<file path="config.mk">
export PLATFORM = sky130hd
export DESIGN_NAME = aemc_top
export DESIGN_NICKNAME = d
export VERILOG_FILES = /design/src/core/aemc_sticky_flags.v /design/src/core/aemc_top.v
export VERILOG_INCLUDE_DIRS = /design/src /design/src/core
export SDC_FILE = /design/constraint.sdc
export NUM_CORES = 1
export LEC_CHECK = 0
export ABC_AREA = 1
export BUFFER_PORTS_ARGS = -buffer_cell sky130_fd_sc_hd__buf_4
export CORE_MARGIN = 2
export CORE_UTILIZATION = 49
export CTS_CLUSTER_SIZE = 24
export DETAILED_ROUTE_END_ITERATION = 8
export GPL_TIMING_DRIVEN = 0
export PLACE_DENSITY_LB_ADDON = 0.05
export SYNTH_ARGS = -nofsm -noshare
export SYNTH_HDL_FRONTEND = slang
export SYNTH_SLANG_ARGS = --single-unit
</file>
<file path="constraint.sdc">
create_clock -name pclk -period 1.7 [get_ports pclk]
set_clock_uncertainty 0.1 [all_clocks]
set_input_delay 0.085 -clock pclk [delete_from_list [all_inputs] [get_ports pclk]]
set_output_delay 0.085 -clock pclk [all_outputs]
set_load 0.01 [all_outputs]
</file>
<file path="src/core/aemc_consts.vh">
`ifndef AEMC_CONSTS_VH
`define AEMC_CONSTS_VH

// ----------------------------------------
// Register offsets (byte addresses)
// ----------------------------------------
`define AEMC_ADDR_W 12
`define AEMC_OFF_CORR_STATUS 12'h110
`define AEMC_OFF_CORR_MASK 12'h114
`define AEMC_OFF_CTRL 12'h118
`define AEMC_OFF_HDR_LOG1 12'h11c
`define AEMC_OFF_MEM_CTRL 12'h140
`define AEMC_OFF_IRQ_STATUS 12'h144
`define AEMC_OFF_IRQ_MASK 12'h148

// ----------------------------------------
// Correctable mask / status layout
// ----------------------------------------
`define AEMC_CORR_IMPL 32'h800031c1
`define AEMC_CORR_MASK_RST 32'h00002000
`define AEMC_BIT_RCV 0
`define AEMC_BIT_BAD_PKT 6
`define AEMC_BIT_BAD_LINK 7
`define AEMC_BIT_ROLLOVER 8
`define AEMC_BIT_REPLAY_TO 12
`define AEMC_BIT_ADVISORY 13
`define AEMC_BIT_SBE 31

// ----------------------------------------
// Control register layout
// ----------------------------------------
`define AEMC_FEP_HI 4
`define AEMC_FEP_LO 0
`define AEMC_BIT_GEN_CAP 5
`define AEMC_BIT_GEN_EN 6
`define AEMC_BIT_CHK_CAP 7
`define AEMC_BIT_CHK_EN 8
`define AEMC_GEN_CAP_RST 1'h1
`define AEMC_GEN_EN_RST 1'h0
`define AEMC_CHK_CAP_RST 1'h1
`define AEMC_CHK_EN_RST 1'h0
`define AEMC_FEP_RST 5'h00

// ----------------------------------------
// Memory error control and interrupts
// ----------------------------------------
`define AEMC_BIT_SBE_REPORT_EN 0
`define AEMC_BIT_CAP_LOCK 1
`define AEMC_IRQ_W 2
`define AEMC_IRQ_CORR 0
`define AEMC_IRQ_FIRST 1

`endif

</file>
<file path="src/core/aemc_sticky_flags.v">
`timescale 1ns/1ps

// Bank of W1C flags; a set in the clearing cycle wins
module aemc_sticky_flags #(
	parameter W = 1
)(
	// Clock and reset
	input wire pclk,
	input wire presetn,
	input wire soft_clr,
	// Flag control
	input wire [W-1:0] set,
	input wire [W-1:0] clr,
	// State
	output reg [W-1:0] q_ff
);

	wire [W-1:0] nxt_q;

	assign nxt_q = soft_clr ? set : ((q_ff & ~clr) | set);

	always @(posedge pclk or negedge presetn)
	begin
		if (!presetn)
		begin
			q_ff <= {W{1'b0}};
		end
		else
		begin
			q_ff <= nxt_q;
		end
	end

endmodule

</file>
<file path="src/core/aemc_top.v">
// Decided for this implementation: the APB register port.
`timescale 1ns/1ps
`include "aemc_consts.vh"

// Contract
// RL1: A set correctable mask bit stops reporting of its event upstream.
// RL2: Advisory non-fatal mask bit resets to one; other mask bits reset to zero.
// RL3: Single-bit mask acts only while single-bit reporting enable is set.
// RL4: Masked correctable event is not logged, leaves pointer, sends no report.
// RL5: Single-bit mask leaves the single-bit status bit recording the event.
// RL6: With reporting enable clear, single-bit mask reads zero, ignores writes.
// RL7: Bits 4:0 of control hold uncorrectable status index of first error.
// RL8: Control bit 5 is write-lockable CRC generation capable, default one.
// RL9: Control bit 6 enables CRC generation on outgoing packets, default zero.
// RL10: Control bit 7 is CRC checking capable, default one.
// RL11: Control bit 8 enables CRC checking of received packets, default zero.
// RL12: Read-only header log holds first header word of first uncorrectable error.
// RL13: Single-bit status sets on any memory single-bit error while enabled.
// RL14: Reserved and read-only fields ignore writes; reserved fields read zero.
module aemc_top (
	// Clock and power-on reset
	input wire pclk,
	input wire presetn,
	// Ordinary reset, clears non-sticky state
	input wire soft_rst,
	// APB slave
	input wire [`AEMC_ADDR_W-1:0] paddr,
	input wire psel,
	input wire penable,
	input wire pwrite,
	input wire [31:0] pwdata,
	output reg [31:0] prdata,
	output reg pready,
	output reg pslverr,
	// Correctable events, one pulse per bit at status positions
	input wire [31:0] corr_evt,
	// Uncorrectable error report
	input wire unc_evt,
	input wire [4:0] unc_index,
	input wire [31:0] unc_hdr_dw0,
	input wire unc_log_release,
	// Upstream reporting and CRC controls
	output reg corr_report,
	output reg crc_gen_capable,
	output reg crc_gen_enable,
	output reg crc_check_capable,
	output reg crc_check_enable,
	// Interrupt
	output reg irq
);

	// ----------------------------------------
	// State
	// ----------------------------------------
	reg [31:0] mask_ff;
	reg fep_valid_ff;
	reg [4:0] fep_ff;
	reg [31:0] hdr_log_ff;
	reg gen_cap_ff;
	reg chk_cap_ff;
	reg sbe_report_en_ff;
	reg cap_lock_ff;
	reg [`AEMC_IRQ_W-1:0] irq_mask_ff;
	wire [31:0] corr_status;
	wire [`AEMC_IRQ_W-1:0] irq_status;

	// ----------------------------------------
	// APB decode
	// ----------------------------------------
	wire setup_phase;
	wire wr_commit;
	reg hit;
	reg [31:0] rd_word;

	assign setup_phase = psel & ~penable;
	// Write lands at the edge where pready is sampled high
	assign wr_commit = psel & penable & pready & pwrite & ~pslverr;

	wire wr_status = wr_commit && (paddr == `AEMC_OFF_CORR_STATUS);
	wire wr_mask = wr_commit && (paddr == `AEMC_OFF_CORR_MASK);
	wire wr_ctrl = wr_commit && (paddr == `AEMC_OFF_CTRL);
	wire wr_mem = wr_commit && (paddr == `AEMC_OFF_MEM_CTRL);
	wire wr_irq_st = wr_commit && (paddr == `AEMC_OFF_IRQ_STATUS);
	wire wr_irq_mask = wr_commit && (paddr == `AEMC_OFF_IRQ_MASK);

	// ----------------------------------------
	// Effective mask
	// ----------------------------------------
	wire [31:0] sbe_gate;
	wire [31:0] eff_mask;

	// Single-bit mask counts only while reporting is enabled
	assign sbe_gate = {sbe_report_en_ff, 31'h0} | 32'h7fffffff; // [RL3]
	assign eff_mask = mask_ff & sbe_gate & `AEMC_CORR_IMPL; // [RL3]

	// ----------------------------------------
	// Correctable event handling
	// ----------------------------------------
	wire [31:0] evt_gate;
	wire [31:0] corr_set;
	wire [31:0] unmasked;

	// Single-bit events only recorded while reporting is enabled
	assign evt_gate = {sbe_report_en_ff, 31'h0} | 32'h7fffffff; // [RL13]
	// Status records every implemented, enabled event whatever the mask says
	assign corr_set = corr_evt & `AEMC_CORR_IMPL & evt_gate; // [RL5] [RL13]
	// Masked events neither reported nor counted as logged
	assign unmasked = corr_set & ~eff_mask; // [RL1] [RL4]

	// Status is sticky: ordinary reset leaves it alone
	aemc_sticky_flags #(
		.W(32)
	) u_corr_status (
		.pclk(pclk),
		.presetn(presetn),
		.soft_clr(1'b0),
		.set(corr_set),
		.clr(wr_status ? (pwdata & `AEMC_CORR_IMPL) : 32'h0), // [RL14]
		.q_ff(corr_status)
	);

	always @(posedge pclk or negedge presetn)
	begin
		if (!presetn)
		begin
			corr_report <= 1'b0;
		end
		else
		begin
			corr_report <= |unmasked; // [RL1] [RL4]
		end
	end

	// ----------------------------------------
	// First uncorrectable error capture
	// ----------------------------------------
	wire capture;

	// Only the first report is kept until the log is released
	assign capture = unc_evt & (~fep_valid_ff | unc_log_release);

	always @(posedge pclk or negedge presetn)
	begin
		if (!presetn)
		begin
			fep_valid_ff <= 1'b0;
			fep_ff <= `AEMC_FEP_RST;
			hdr_log_ff <= 32'h0;
		end
		else
		begin
			if (capture)
			begin
				fep_valid_ff <= 1'b1;
				fep_ff <= unc_index; // [RL7]
				hdr_log_ff <= unc_hdr_dw0; // [RL12]
			end
			else if (unc_log_release)
			begin
				fep_valid_ff <= 1'b0;
			end
		end
	end

	// ----------------------------------------
	// Sticky mask and enables
	// ----------------------------------------
	always @(posedge pclk or negedge presetn)
	begin
		if (!presetn)
		begin
			mask_ff <= `AEMC_CORR_MASK_RST; // [RL2]
			crc_gen_enable <= `AEMC_GEN_EN_RST; // [RL9]
			crc_check_enable <= `AEMC_CHK_EN_RST; // [RL11]
			sbe_report_en_ff <= 1'b0;
		end
		else
		begin
			if (wr_mask)
			begin
				// Single-bit mask frozen while reporting is off
				mask_ff <= (pwdata & `AEMC_CORR_IMPL & 32'h7fffffff) |
					{sbe_report_en_ff ? pwdata[`AEMC_BIT_SBE] : mask_ff[`AEMC_BIT_SBE], 31'h0}; // [RL6] [RL14]
			end
			if (wr_ctrl)
			begin
				crc_gen_enable <= pwdata[`AEMC_BIT_GEN_EN]; // [RL9]
				crc_check_enable <= pwdata[`AEMC_BIT_CHK_EN]; // [RL11]
			end
			if (wr_mem)
			begin
				sbe_report_en_ff <= pwdata[`AEMC_BIT_SBE_REPORT_EN];
			end
		end
	end

	// ----------------------------------------
	// Non-sticky capability bits and lock
	// ----------------------------------------
	always @(posedge pclk or negedge presetn)
	begin
		if (!presetn)
		begin
			gen_cap_ff <= `AEMC_GEN_CAP_RST; // [RL8]
			chk_cap_ff <= `AEMC_CHK_CAP_RST; // [RL10]
			cap_lock_ff <= 1'b0;
			irq_mask_ff <= {`AEMC_IRQ_W{1'b0}};
		end
		else if (soft_rst)
		begin
			gen_cap_ff <= `AEMC_GEN_CAP_RST; // [RL8]
			chk_cap_ff <= `AEMC_CHK_CAP_RST; // [RL10]
			cap_lock_ff <= 1'b0;
			irq_mask_ff <= {`AEMC_IRQ_W{1'b0}};
		end
		else
		begin
			// Capability bits writable only until locked
			if (wr_ctrl && !cap_lock_ff)
			begin
				gen_cap_ff <= pwdata[`AEMC_BIT_GEN_CAP]; // [RL8]
				chk_cap_ff <= pwdata[`AEMC_BIT_CHK_CAP]; // [RL10]
			end
			if (wr_mem)
			begin
				cap_lock_ff <= pwdata[`AEMC_BIT_CAP_LOCK];
			end
			if (wr_irq_mask)
			begin
				irq_mask_ff <= pwdata[`AEMC_IRQ_W-1:0];
			end
		end
	end

	always @(posedge pclk or negedge presetn)
	begin
		if (!presetn)
		begin
			crc_gen_capable <= `AEMC_GEN_CAP_RST;
			crc_check_capable <= `AEMC_CHK_CAP_RST;
		end
		else
		begin
			crc_gen_capable <= gen_cap_ff;
			crc_check_capable <= chk_cap_ff;
		end
	end

	// ----------------------------------------
	// Interrupt status
	// ----------------------------------------
	wire [`AEMC_IRQ_W-1:0] irq_set;

	assign irq_set = {capture, |unmasked};

	aemc_sticky_flags #(
		.W(`AEMC_IRQ_W)
	) u_irq_status (
		.pclk(pclk),
		.presetn(presetn),
		.soft_clr(soft_rst),
		.set(irq_set),
		.clr(wr_irq_st ? pwdata[`AEMC_IRQ_W-1:0] : {`AEMC_IRQ_W{1'b0}}),
		.q_ff(irq_status)
	);

	always @(posedge pclk or negedge presetn)
	begin
		if (!presetn)
		begin
			irq <= 1'b0;
		end
		else
		begin
			irq <= |(irq_status & irq_mask_ff);
		end
	end

	// ----------------------------------------
	// Read mux
	// ----------------------------------------
	always @*
	begin
		hit = 1'b1;
		rd_word = 32'h0;
		case (paddr)
			`AEMC_OFF_CORR_STATUS:
			begin
				rd_word = corr_status & evt_gate; // [RL14]
			end
			`AEMC_OFF_CORR_MASK:
			begin
				rd_word = eff_mask; // [RL6] [RL14]
			end
			`AEMC_OFF_CTRL:
			begin
				rd_word[`AEMC_FEP_HI:`AEMC_FEP_LO] = fep_ff; // [RL7]
				rd_word[`AEMC_BIT_GEN_CAP] = gen_cap_ff;
				rd_word[`AEMC_BIT_GEN_EN] = crc_gen_enable;
				rd_word[`AEMC_BIT_CHK_CAP] = chk_cap_ff;
				rd_word[`AEMC_BIT_CHK_EN] = crc_check_enable;
			end
			`AEMC_OFF_HDR_LOG1:
			begin
				rd_word = hdr_log_ff; // [RL12]
			end
			`AEMC_OFF_MEM_CTRL:
			begin
				rd_word[`AEMC_BIT_SBE_REPORT_EN] = sbe_report_en_ff;
				rd_word[`AEMC_BIT_CAP_LOCK] = cap_lock_ff;
			end
			`AEMC_OFF_IRQ_STATUS:
			begin
				rd_word[`AEMC_IRQ_W-1:0] = irq_status;
			end
			`AEMC_OFF_IRQ_MASK:
			begin
				rd_word[`AEMC_IRQ_W-1:0] = irq_mask_ff;
			end
			default:
			begin
				hit = 1'b0;
			end
		endcase
	end

	// ----------------------------------------
	// APB answer: one wait-free access cycle
	// ----------------------------------------
	// Data sampled in setup so prdata comes from a flop
	always @(posedge pclk or negedge presetn)
	begin
		if (!presetn)
		begin
			pready <= 1'b0;
			pslverr <= 1'b0;
			prdata <= 32'h0;
		end
		else if (setup_phase)
		begin
			pready <= 1'b1;
			pslverr <= ~hit;
			prdata <= (hit && !pwrite) ? rd_word : 32'h0;
		end
		else
		begin
			pready <= 1'b0;
			pslverr <= 1'b0;
			prdata <= 32'h0;
		end
	end

endmodule

</file>
==> qor.yml, run 1 <==
timing:
  period_share: 0.984
  relSlewSlack: 0.414
  tightest_slew_ns: 0.879
  finalWorstSetupSlack_ns: 0.0264
  period_needed_ns: 1.67
  slew_violations: 0
  fmax_mhz: 598
  hold_violations: 0
  grt_setup_unrepaired: "yes"
  setup_viol: 0
placed_design:
  gp_congestion: 0.815
  dp_hpwl_um: 6710
  dp_slack_ns: 0.127
  io_buffers: 112
  dpl_cell_area_mm2: 0.00524
die:
  core_area_mm2: 0.00859
  die_area_mm2: 0.00946
  ioPinCount: 161
  die_w_um: 97.3
  die_h_um: 97.3
  rows: 34
  start_util: 0.496
setup_path:
  cpMostUsedCell: "nand2_1"
  slowest_stage: "dlygate4sd3_1"
  critPathBufInv: 4
  required_ns: 1.84
  r2r_cells: 4
  path_delay_family: "buffers and inverters"
  critPathMaxStageDelay_ns: 0.54
  critical_path_class: "in -> reg"
  worstSetupPathDepth: 7
  path_max_fanout: 10
  worstSetupEndpointType: "register"
  cp_data_arrival_time_ns: 1.81
  path_cells: "dlygate4sd3_1 -> buf_4 -> inv_1 -> nand2_1 -> nand2_1 -> buf_2 -> mux2_2"
  cp-start-kind: "primary input"
synthesis:
  synth_fp_nets: 567
  synth_top_family_by_area: "simple AND/OR/NAND/NOR gates"
  synth_warnings: 0
  synth-seq-cells: 100
  synth_mux_area_frac: 0.0872
  synthAdderAreaFrac: 0
  synth_area_mm2: 0.00426
  yosysUniqueCellTypes: 25
  synthCells: 446
  synth_area_leader_cell: "dfrtp_1"
  syn_area_per_cell_um2: 9.56
  synthSimpleGateAreaFrac: 0.207
  ys_seq_area_frac: 0.589
  synth.area.top_cells: "dfrtp_1 (56%), nand2_1 (10%), mux2_2 (8.7%)"
  synth_xor_xnor_area_share: 0
  synth_top_area_share: 0.558
  synth_compound_area_frac: 0.0578
pwr:
  switching_share: 0.237
  seqPwrFrac: 0.551
  clockPowerShare: 0.327
  power_density_mw_per_mm2: 785
  vdd_drop_max_v: 0.000398
  total_power_mw: 4.73
  power.switching_mw: 1.12
  internal-power_mw: 3.61
  power.leakage_nw: 2.94
  combPwrFrac: 0.122
hold_path:
  hp-class: "in -> reg"
  whs_path_depth: 6
drt:
  drcViolationCount: 0
  wl_um: 9740
  vias: 3481
  drt_iter0_drc: 108
  wl_per_cell_um: 13.2
  ant_nets: 0
  drtPass1Iterations: 5
  vias_per_cell: 4.70
layout:
  fin_util: 0.701
  diodes: 0
  area_growth_pct: 41.4
  fin_nets: 748
  drive_gt1_frac: 0.307
  fin_area_mm2: 0.00603
grt:
  grt_pass1_wl_um: 16800
  grt_max_degree: 101
  grt_antenna_before_repair: 0
  grt_overflow: 0
  groute.usage.overall: 0.222
  grt_pass1_vias: 3502
clock_tree:
  clock_path_buffers: 2
  clk_pin_slew_ns: 0.09
  cts_htree_levels: 3
  clock_latency_ns: 0.36
  numCtsBuffers: 9
  cts_setup_buffers: 0
  cts.sinks: 100
  root_buffer: "clkbuf_8"
  cts_tree: "done"
job:
  maxCapViolCount: 0
run_status:
  status: "completed"
[sequential cells by signal, indices dropped and copies added (netlist names), 2 cells and up]
| name | cells |
|---|---|
| mask_ff | 7 |
| u_irq_status.q_ff | 2 |
| irq_mask_ff | 2 |
| hdr_log_ff | 32 |
| u_corr_status.q_ff | 7 |
| fep_ff | 5 |
| prdata | 32 |
[timing repair]
action | in CTS | in global routing
hold buffers | 58 | 0
endpoints found under the hold margin | 160 | 0
setup endpoints to repair | 0 | 13
resized for setup | 0 | 2
[final timing paths]
kind                                           to             from  slack [ns]
min in group asynchronous              prdata[27]          presetn        0.29
worst max-delay path                hdr_log_ff[5]  unc_log_release        0.03
worst min register to register  crc_check_capable       chk_cap_ff        0.29
worst min-delay path                    prdata[0]           pwrite        0.02
worst max register to register      hdr_log_ff[5]     fep_valid_ff        0.14
max in group asynchronous          irq_mask_ff[0]          presetn        0.62
[synthesized netlist by cell type]
master and instances:
nand2_1 118, dfrtp_1 95, nor2_1 60, inv_1 50
mux2_2 33, nand3_1 19, o21ai_0 17, a21oi_1 7
o21ai_2 6, a31oi_1 5, buf_2 5, dfstp_2 5
nor2_4 5, nand2_2 4, o22ai_1 3, buf_6 2
inv_2 2, nand3_2 2, nor3_1 2, a22o_1 1
buf_4 1, clkbuf_1 1, nor2_2 1, o211ai_1 1
o21bai_1 1
[layout make-up]
cell class | count | area [um^2]
Fill cell | 694 | 2570
Sequential cell | 100 | 2510
Multi-Input combinational cell | 285 | 1500
Timing Repair Buffer | 170 | 1430
Inverter | 52 | 195
Clock buffer | 11 | 141
Tap cell | 108 | 135
Buffer | 9 | 61.3
Clock inverter | 5 | 60.1
[stage by stage]
step	cells	hold WS [ns]	TNS, ns
floorplan	446	-0.311	0
global placement	666	0.160	0
detailed placement	666	0.164	0
CTS	740	0.00303	0
global route	740	0.0338	-0.0510
finish	740	0.0164	0
[cells by family after synthesis]
| logic type | count (synthesis) |
|---|---|
| AO/OA/AOI/OAI | 41 |
| buffers and inverters | 61 |
| flip-flops | 100 |
| multiplexers | 33 |
| AND/OR/NAND/NOR | 211 |
[layer usage]
layer  GRT usage  up-vias  share of wire
met1       0.300     1608           0.46
li1            -     1765              -
met4      0.0673        0          0.013
met3      0.0432        8          0.041
met2       0.366      100           0.48
met5           0        -              0
[cell usage in the layout, fill, tap and decap left out]
cell type      synthesis  layout
nand3_1               19      19
clkbuf_1               1       2
dlygate4sd3_1          0      58
mux2_2                33      33
nor3_1                 2       2
o22ai_1                3       3
a31oi_1                5       5
nor2_2                 1       1
nand2_1              118     118
bufinv_16              0       1
clkbuf_8               0      10
clkinvlp_4             0       1
clkinv_2               0       1
dfrtp_1               95      95
nand2_2                4       4
dfstp_2                5       5
inv_2                  2       3
o21bai_1               1       1
buf_4                  1     112
clkbuf_4               0       1
nor2_4                 5       5
o21ai_0               17      17
buf_6                  2       3
a22o_1                 1       1
a21oi_1                7       7
inv_1                 50      49
o211ai_1               1       1
inv_6                  0       2
nor2_1                60      60
buf_2                  5       4
o21ai_2                6       6
nand3_2                2       2
[worst min-delay path, stage by stage]
cell and delay [ns]:
buf_4 0.09, nor2_1 0.08, inv_1 0.06, nor2_1 0.04, nand2_1 0.05, inv_1 0.03
[power groups by stage]
stage | registers (mW) | logic, mW | clock network, mW
after floorplan | 2.64 | 0.228 | 0
after global placement | 2.65 | 0.457 | 0
after detailed placement | 2.66 | 0.469 | 0
after CTS | 2.61 | 0.578 | 1.58
after global routing | 2.63 | 0.641 | 1.68
final | 2.61 | 0.576 | 1.55
Power figures use the tool's default switching activity.
==> run 2: changes to the inputs <==
--- a/config.mk
+++ b/config.mk
@@ -8,8 +8,11 @@
 export LEC_CHECK = 0
 export ABC_AREA = 1
 export BUFFER_PORTS_ARGS = -buffer_cell sky130_fd_sc_hd__buf_4
+export CELL_PAD_IN_SITES_DETAIL_PLACEMENT = 0
+export CELL_PAD_IN_SITES_GLOBAL_PLACEMENT = 1
 export CORE_MARGIN = 2
-export CORE_UTILIZATION = 49
+export CORE_UTILIZATION = 36
+export CTS_BUF_LIST = sky130_fd_sc_hd__clkbuf_16
 export CTS_CLUSTER_SIZE = 24
 export DETAILED_ROUTE_END_ITERATION = 8
 export GPL_TIMING_DRIVEN = 0
==> run 2 against run 1 <==
Against the previous run:
- sequential share of layout area is 1.3 points lower
- power is 10% higher
- utilization is 16 points lower
- hold slack better by 0.0019 ns
- non-clock buffer count is 5 higher
- critical path type unchanged
- critical endpoint is now hdr_log_ff[29]
- largest power group unchanged
==> qor.yml, run 2 (synthesis results as in run 1) <==
drt:
  drcViolationCount: 0  # unchanged
  ant_nets: 0  # unchanged
  drt_iter0_drc: 196  # +81%
  vias_per_cell: 4.53  # -3.6%
  drtPass1Iterations: 4  # -1
  wl_per_cell_um: 13.7  # +3.7%
  wl_um: 10600  # +9.3%
  vias: 3536  # +1.6%
setup_path:
  critical_path_class: "in -> reg"
  path_max_fanout: 10  # unchanged
  cp-start-kind: "primary input"
  required_ns: 1.83  # about the same
  r2r_cells: 4  # unchanged
  worstSetupEndpointType: "register"
  cp_data_arrival_time_ns: 1.77  # -0.04 ns
layout:
  fin_util: 0.543  # -0.159
  area_growth_pct: 46.0
  drive_gt1_frac: 0.309  # +0.00230
  diodes: 0  # unchanged
  layout_commonest_cell: "nand2_1"
  mostFrequentLayoutCells: "nand2_1 (118), buf_4 (115), dfrtp_1 (95)"
  register_area_mm2: 0.00251  # unchanged
  largestRegisters: "hdr_log_ff: 32 flops, prdata: 32 flops"
  fin_nets: 753  # +0.67%
  multiInputGateArea_mm2: 0.00150  # unchanged
  fin_area_mm2: 0.00622  # +3.3%
  fillers: 1074  # +55%
timing:
  setup_viol: 0  # unchanged
  relSlewSlack: 0.668  # +0.255
  fin_setup_tns_ns: 0  # unchanged
  grt_setup_unrepaired: "yes"
  period_share: 0.965  # -0.0197
  holdWs_ns: 0.0183  # +0.00193 ns
  fmax_mhz: 610  # +2.0%
  period_needed_ns: 1.64  # -0.0336 ns
  slew_violations: 0  # unchanged
  hold_violations: 0  # unchanged
  tightest_slew_ns: 0.497  # -0.382 ns
pwr:
  vdd_drop_max_v: 0.000737  # +85%
  power_density_mw_per_mm2: 840  # +6.9%
  total_power_mw: 5.22  # +10%
  power.leakage_nw: 3.02  # +2.7%
grt:
  groute.usage.overall: 0.178  # -0.0432
  grt_overflow: 0  # unchanged
  grt_pass1_wl_um: 17800  # +5.8%
  grt_pass1_vias: 3647  # +4.1%
  grt_max_degree: 101  # unchanged
  grt_antenna_before_repair: 0  # unchanged
die:
  ioPinCount: 161  # unchanged
  core_area_mm2: 0.0115  # +33%
  start_util: 0.372  # -0.124
  rows: 39  # +15%
  die_w_um: 113  # +16%
  die_area_mm2: 0.0127  # +35%
  die_h_um: 113  # +16%
run_status:
  status: "completed"
clock_tree:
  cts.sinks: 100  # unchanged
  cts_tree: "done"
  cts_htree_levels: 3  # unchanged
  numCtsBuffers: 9  # unchanged
  clock_latency_ns: 0.35  # about the same
  clk_pin_slew_ns: 0.07  # -0.02 ns
  root_buffer: "clkbuf_16"
  clock_path_buffers: 2  # unchanged
placed_design:
  dp_hpwl_um: 7520  # +12%
  io_buffers: 112  # unchanged
  dpl_cell_area_mm2: 0.00528  # +0.84%
  gp_congestion: 0.765  # -6.2%
hold_path:
  hp-class: "in -> reg"
  whs_path_depth: 6  # unchanged
job:
  maxCapViolCount: 0  # unchanged
==> run 2: changes by cell type in the layout (fill, tap and decap cells not counted), sizes merged <==
| cell | before | now |
|---|---|---|
| inv | 54 | 53 |
| dlygate4sd3 | 58 | 59 |
| clkinv | 1 | 5 |
| clkinvlp | 1 | 0 |
| buf | 119 | 121 |
==> run 2: per-layer routing <==
layer / GRT usage / up-vias / share of wire
li1: - / 1779 / -
met1: 0.234 / 1654 / 0.45
met2: 0.297 / 87 / 0.49
met3: 0.0279 / 16 / 0.040
met4: 0.0715 / 0 / 0.020
met5: 0 / - / 0
==> run 2: area by class of cell <==
class,count,share of cell area
sequential,100,0.403
timing repair buffer,175,0.239
clock buffer,9,0.0362
inverter,52,0.0314
tap,143,0.0287
multi-input combinational,285,0.241
clock inverter,7,0.0105
buffer,9,0.0107
==> run 2: repair_timing <==
item / CTS / global route
setup endpoints to repair: 0 / 39
setup buffers: 0 / 3
endpoints found under the hold margin: 140 / 2
hold buffers: 58 / 1
gates resized for setup: 0 / 4
==> run 2: power by group <==
group | internal [mW] | total [mW] | switching (mW)
combinational | 0.354 | 0.590 | 0.236
clock | 1.13 | 2.02 | 0.889
sequential | 2.54 | 2.61 | 0.0744
total | 4.03 | 5.22 | 1.20
==> run 2: final timing paths <==
path	startpoint	to	slack, ns
max in group asynchronous	presetn	mask_ff[13]	0.30
setup reg to reg	fep_valid_ff	hdr_log_ff[29]	0.18
setup / recovery	unc_log_release	hdr_log_ff[29]	0.06
min in group asynchronous	presetn	prdata[29]	0.52
hold reg to reg	chk_cap_ff	crc_check_capable	0.28
hold / removal	pwrite	prdata[0]	0.02
==> run 2: through the flow <==
stage	setup WS, ns	std cells
6_report	0.0600	780
5_1_grt	-0.00611	780
3_5_place_dp	0.0605	701
3_3_place_gp	0.0675	701
2_1_floorplan	0.366	446
4_1_cts	0.0103	775
==> run 2: critical path, stage by stage <==
cell           delay [ns]
dlygate4sd3_1        0.54
buf_4                0.13
inv_1                0.04
nand2_1              0.06
nand2_1              0.24
clkbuf_4             0.31
mux2_2               0.36
==> run 3: changes to the inputs <==
--- a/config.mk
+++ b/config.mk
@@ -8,11 +8,11 @@
 export LEC_CHECK = 0
 export ABC_AREA = 1
 export BUFFER_PORTS_ARGS = -buffer_cell sky130_fd_sc_hd__buf_4
-export CELL_PAD_IN_SITES_DETAIL_PLACEMENT = 0
-export CELL_PAD_IN_SITES_GLOBAL_PLACEMENT = 1
+export CORE_ASPECT_RATIO = 1.75
 export CORE_MARGIN = 2
-export CORE_UTILIZATION = 36
+export CORE_UTILIZATION = 49
 export CTS_BUF_LIST = sky130_fd_sc_hd__clkbuf_16
+export CTS_CLUSTER_DIAMETER = 50
 export CTS_CLUSTER_SIZE = 24
 export DETAILED_ROUTE_END_ITERATION = 8
 export GPL_TIMING_DRIVEN = 0
==> run 3 against run 2 <==
Against the previous run:
- count of clock-buffer cells in the layout did not move
- register-to-register slack got worse by 0.03 ns
- power fell by 3.7%
- first-iteration DRC count rose by 2.6%
==> qor.yml, run 3 (synthesis results as in run 1) <==
timing:
  period_share: 0.911  # -0.0538
  setup_viol: 0  # unchanged
  hold_violations: 0  # unchanged
  grt_setup_unrepaired: "yes"
  fmax_mhz: 646  # +5.9%
  fin_setup_tns_ns: 0  # unchanged
  slew_violations: 0  # unchanged
  holdWs_ns: 0.0227  # +0.00441 ns
  period_needed_ns: 1.55  # -0.0915 ns
  tightest_slew_ns: 1.20  # +0.704 ns
  relSlewSlack: 0.199  # -0.469
setup_path:
  path_delay_family: "simple AND/OR/NAND/NOR gates"
  critical_path_class: "reg -> reg"
  critPathBufInv: 1  # -3
  critPathMaxStageDelay_ns: 0.38  # -0.16 ns
  path_max_fanout: 7  # -3
  worstSetupEndpointType: "register"
  required_ns: 1.82  # about the same
  cp_data_arrival_time_ns: 1.67  # -0.10 ns
  cpMostUsedCell: "nand2_1"
  slowest_stage: "dfrtp_1"
  cp-start-kind: "register"
  path_cells: "nor2_1 -> nand3_1 -> inv_2 -> nand2_1 -> o21ai_0 -> nand2_1"
  reg2reg_slack_ns: 0.15  # -0.03 ns
clock_tree:
  clock_path_buffers: 2  # unchanged
  cts_htree_levels: 3  # unchanged
  clock_latency_ns: 0.34  # about the same
  root_buffer: "clkbuf_16"
  clk_pin_slew_ns: 0.07  # about the same
  numCtsBuffers: 9  # unchanged
  cts_tree: "done"
  cts.sinks: 100  # unchanged
die:
  die_h_um: 127  # +13%
  start_util: 0.498  # +0.126
  ioPinCount: 161  # unchanged
  core_area_mm2: 0.00856  # -25%
  die_area_mm2: 0.00949  # -25%
  die_w_um: 74.5  # -34%
  rows: 45  # +15%
drt:
  drtPass1Iterations: 4  # unchanged
  drt_iter0_drc: 201  # +2.6%
  wl_per_cell_um: 13.1  # -4.2%
  drcViolationCount: 0  # unchanged
  wl_um: 9800  # -8.0%
  vias: 3540  # +0.11%
  vias_per_cell: 4.73  # +4.3%
  ant_nets: 0  # unchanged
pwr:
  total_power_mw: 5.03  # -3.7%
  power.leakage_nw: 2.98  # -1.5%
  power_density_mw_per_mm2: 824  # -1.9%
  vdd_drop_max_v: 0.000476  # -35%
layout:
  mostFrequentLayoutCells: "nand2_1 (117), buf_4 (113), dfrtp_1 (95)"
  fin_area_mm2: 0.00611  # -1.8%
  largestRegisters: "hdr_log_ff: 32 flops, prdata: 32 flops"
  layout_commonest_cell: "nand2_1"
  area_growth_pct: 43.3
  diodes: 0  # unchanged
  fin_nets: 748  # -0.66%
  drive_gt1_frac: 0.305  # -0.00388
grt:
  grt_pass1_vias: 3616  # -0.85%
  groute.usage.overall: 0.227  # +0.0485
  grt_max_degree: 101  # unchanged
  grt_overflow: 0  # unchanged
  grt_antenna_before_repair: 0  # unchanged
  grt_pass1_wl_um: 16400  # -8.2%
job:
  maxCapViolCount: 0  # unchanged
placed_design:
  gp_congestion: 0.833  # +9.0%
  dpl_cell_area_mm2: 0.00525  # -0.62%
  io_buffers: 112  # unchanged
  dp_hpwl_um: 6910  # -8.1%
hold_path:
  hp-class: "in -> reg"
run_status:
  status: "completed"
run 3: changes by cell type in the layout (fill, tap and decap cells not counted), moves of 2 or more:
cell / change
inv_1: +2
clkinvlp_4: +2
buf_4: -2
clkinv_2: -2
run 3: where the power goes:
group | switching (mW) | internal [mW]
Combinational | 0.232 | 0.344
Sequential | 0.0746 | 2.54
Clock | 0.858 | 0.984
Total | 1.17 | 3.87
run 3: final timing paths:
| check | endpoint | start | cells past startpoint |
|---|---|---|---|
| setup / recovery | u_corr_status.q_ff[12] | pslverr | 6 |
| hold / removal | prdata[0] | pwrite | 6 |
| setup reg to reg | u_corr_status.q_ff[12] | pslverr | 6 |
| hold reg to reg | crc_gen_capable | gen_cap_ff | 0 |
| max in group asynchronous | hdr_log_ff[13] | presetn | 2 |
| min in group asynchronous | prdata[28] | presetn | 2 |
run 3: metrics by stage:
stage	setup WS (ns)	util	cells
after floorplan	0.366	-	446
after global placement	0.115	0.613	675
after detailed placement	0.00690	0.613	675
after CTS	0.0278	0.713	749
after global routing	-0.00256	0.714	749
final	0.151	0.714	749
run 3: metal layers:
layer / global-route usage / routed length (um) / vias up
met5: 0 / 0 / -
met4: 0.109 / 310 / 0
met3: 0.0331 / 330 / 19
met2: 0.400 / 5270 / 91
met1: 0.262 / 3890 / 1669
li1: - / - / 1761
run 3: what timing repair did:
action	CTS	global route
endpoints found under the hold margin	157	0
setup endpoints to repair	0	36
resized for setup	0	6
hold buffers	58	0
buffers inserted	0	0
run 3: final cells by class:
cell class | count | area (um^2)
clock inverter | 7 | 43.8
multi-input combinational | 285 | 1500
sequential | 100 | 2510
timing repair buffer | 170 | 1420
inverter | 52 | 195
tap | 117 | 146
fill | 683 | 2450
clock buffer | 9 | 225
buffer | 9 | 66.3
run 3: tightest hold or removal path, cell delays in order:
cell and delay [ns]:
buf_4 0.08, nor2_1 0.08, inv_1 0.06, nor2_1 0.04
nand2_1 0.05, inv_1 0.03
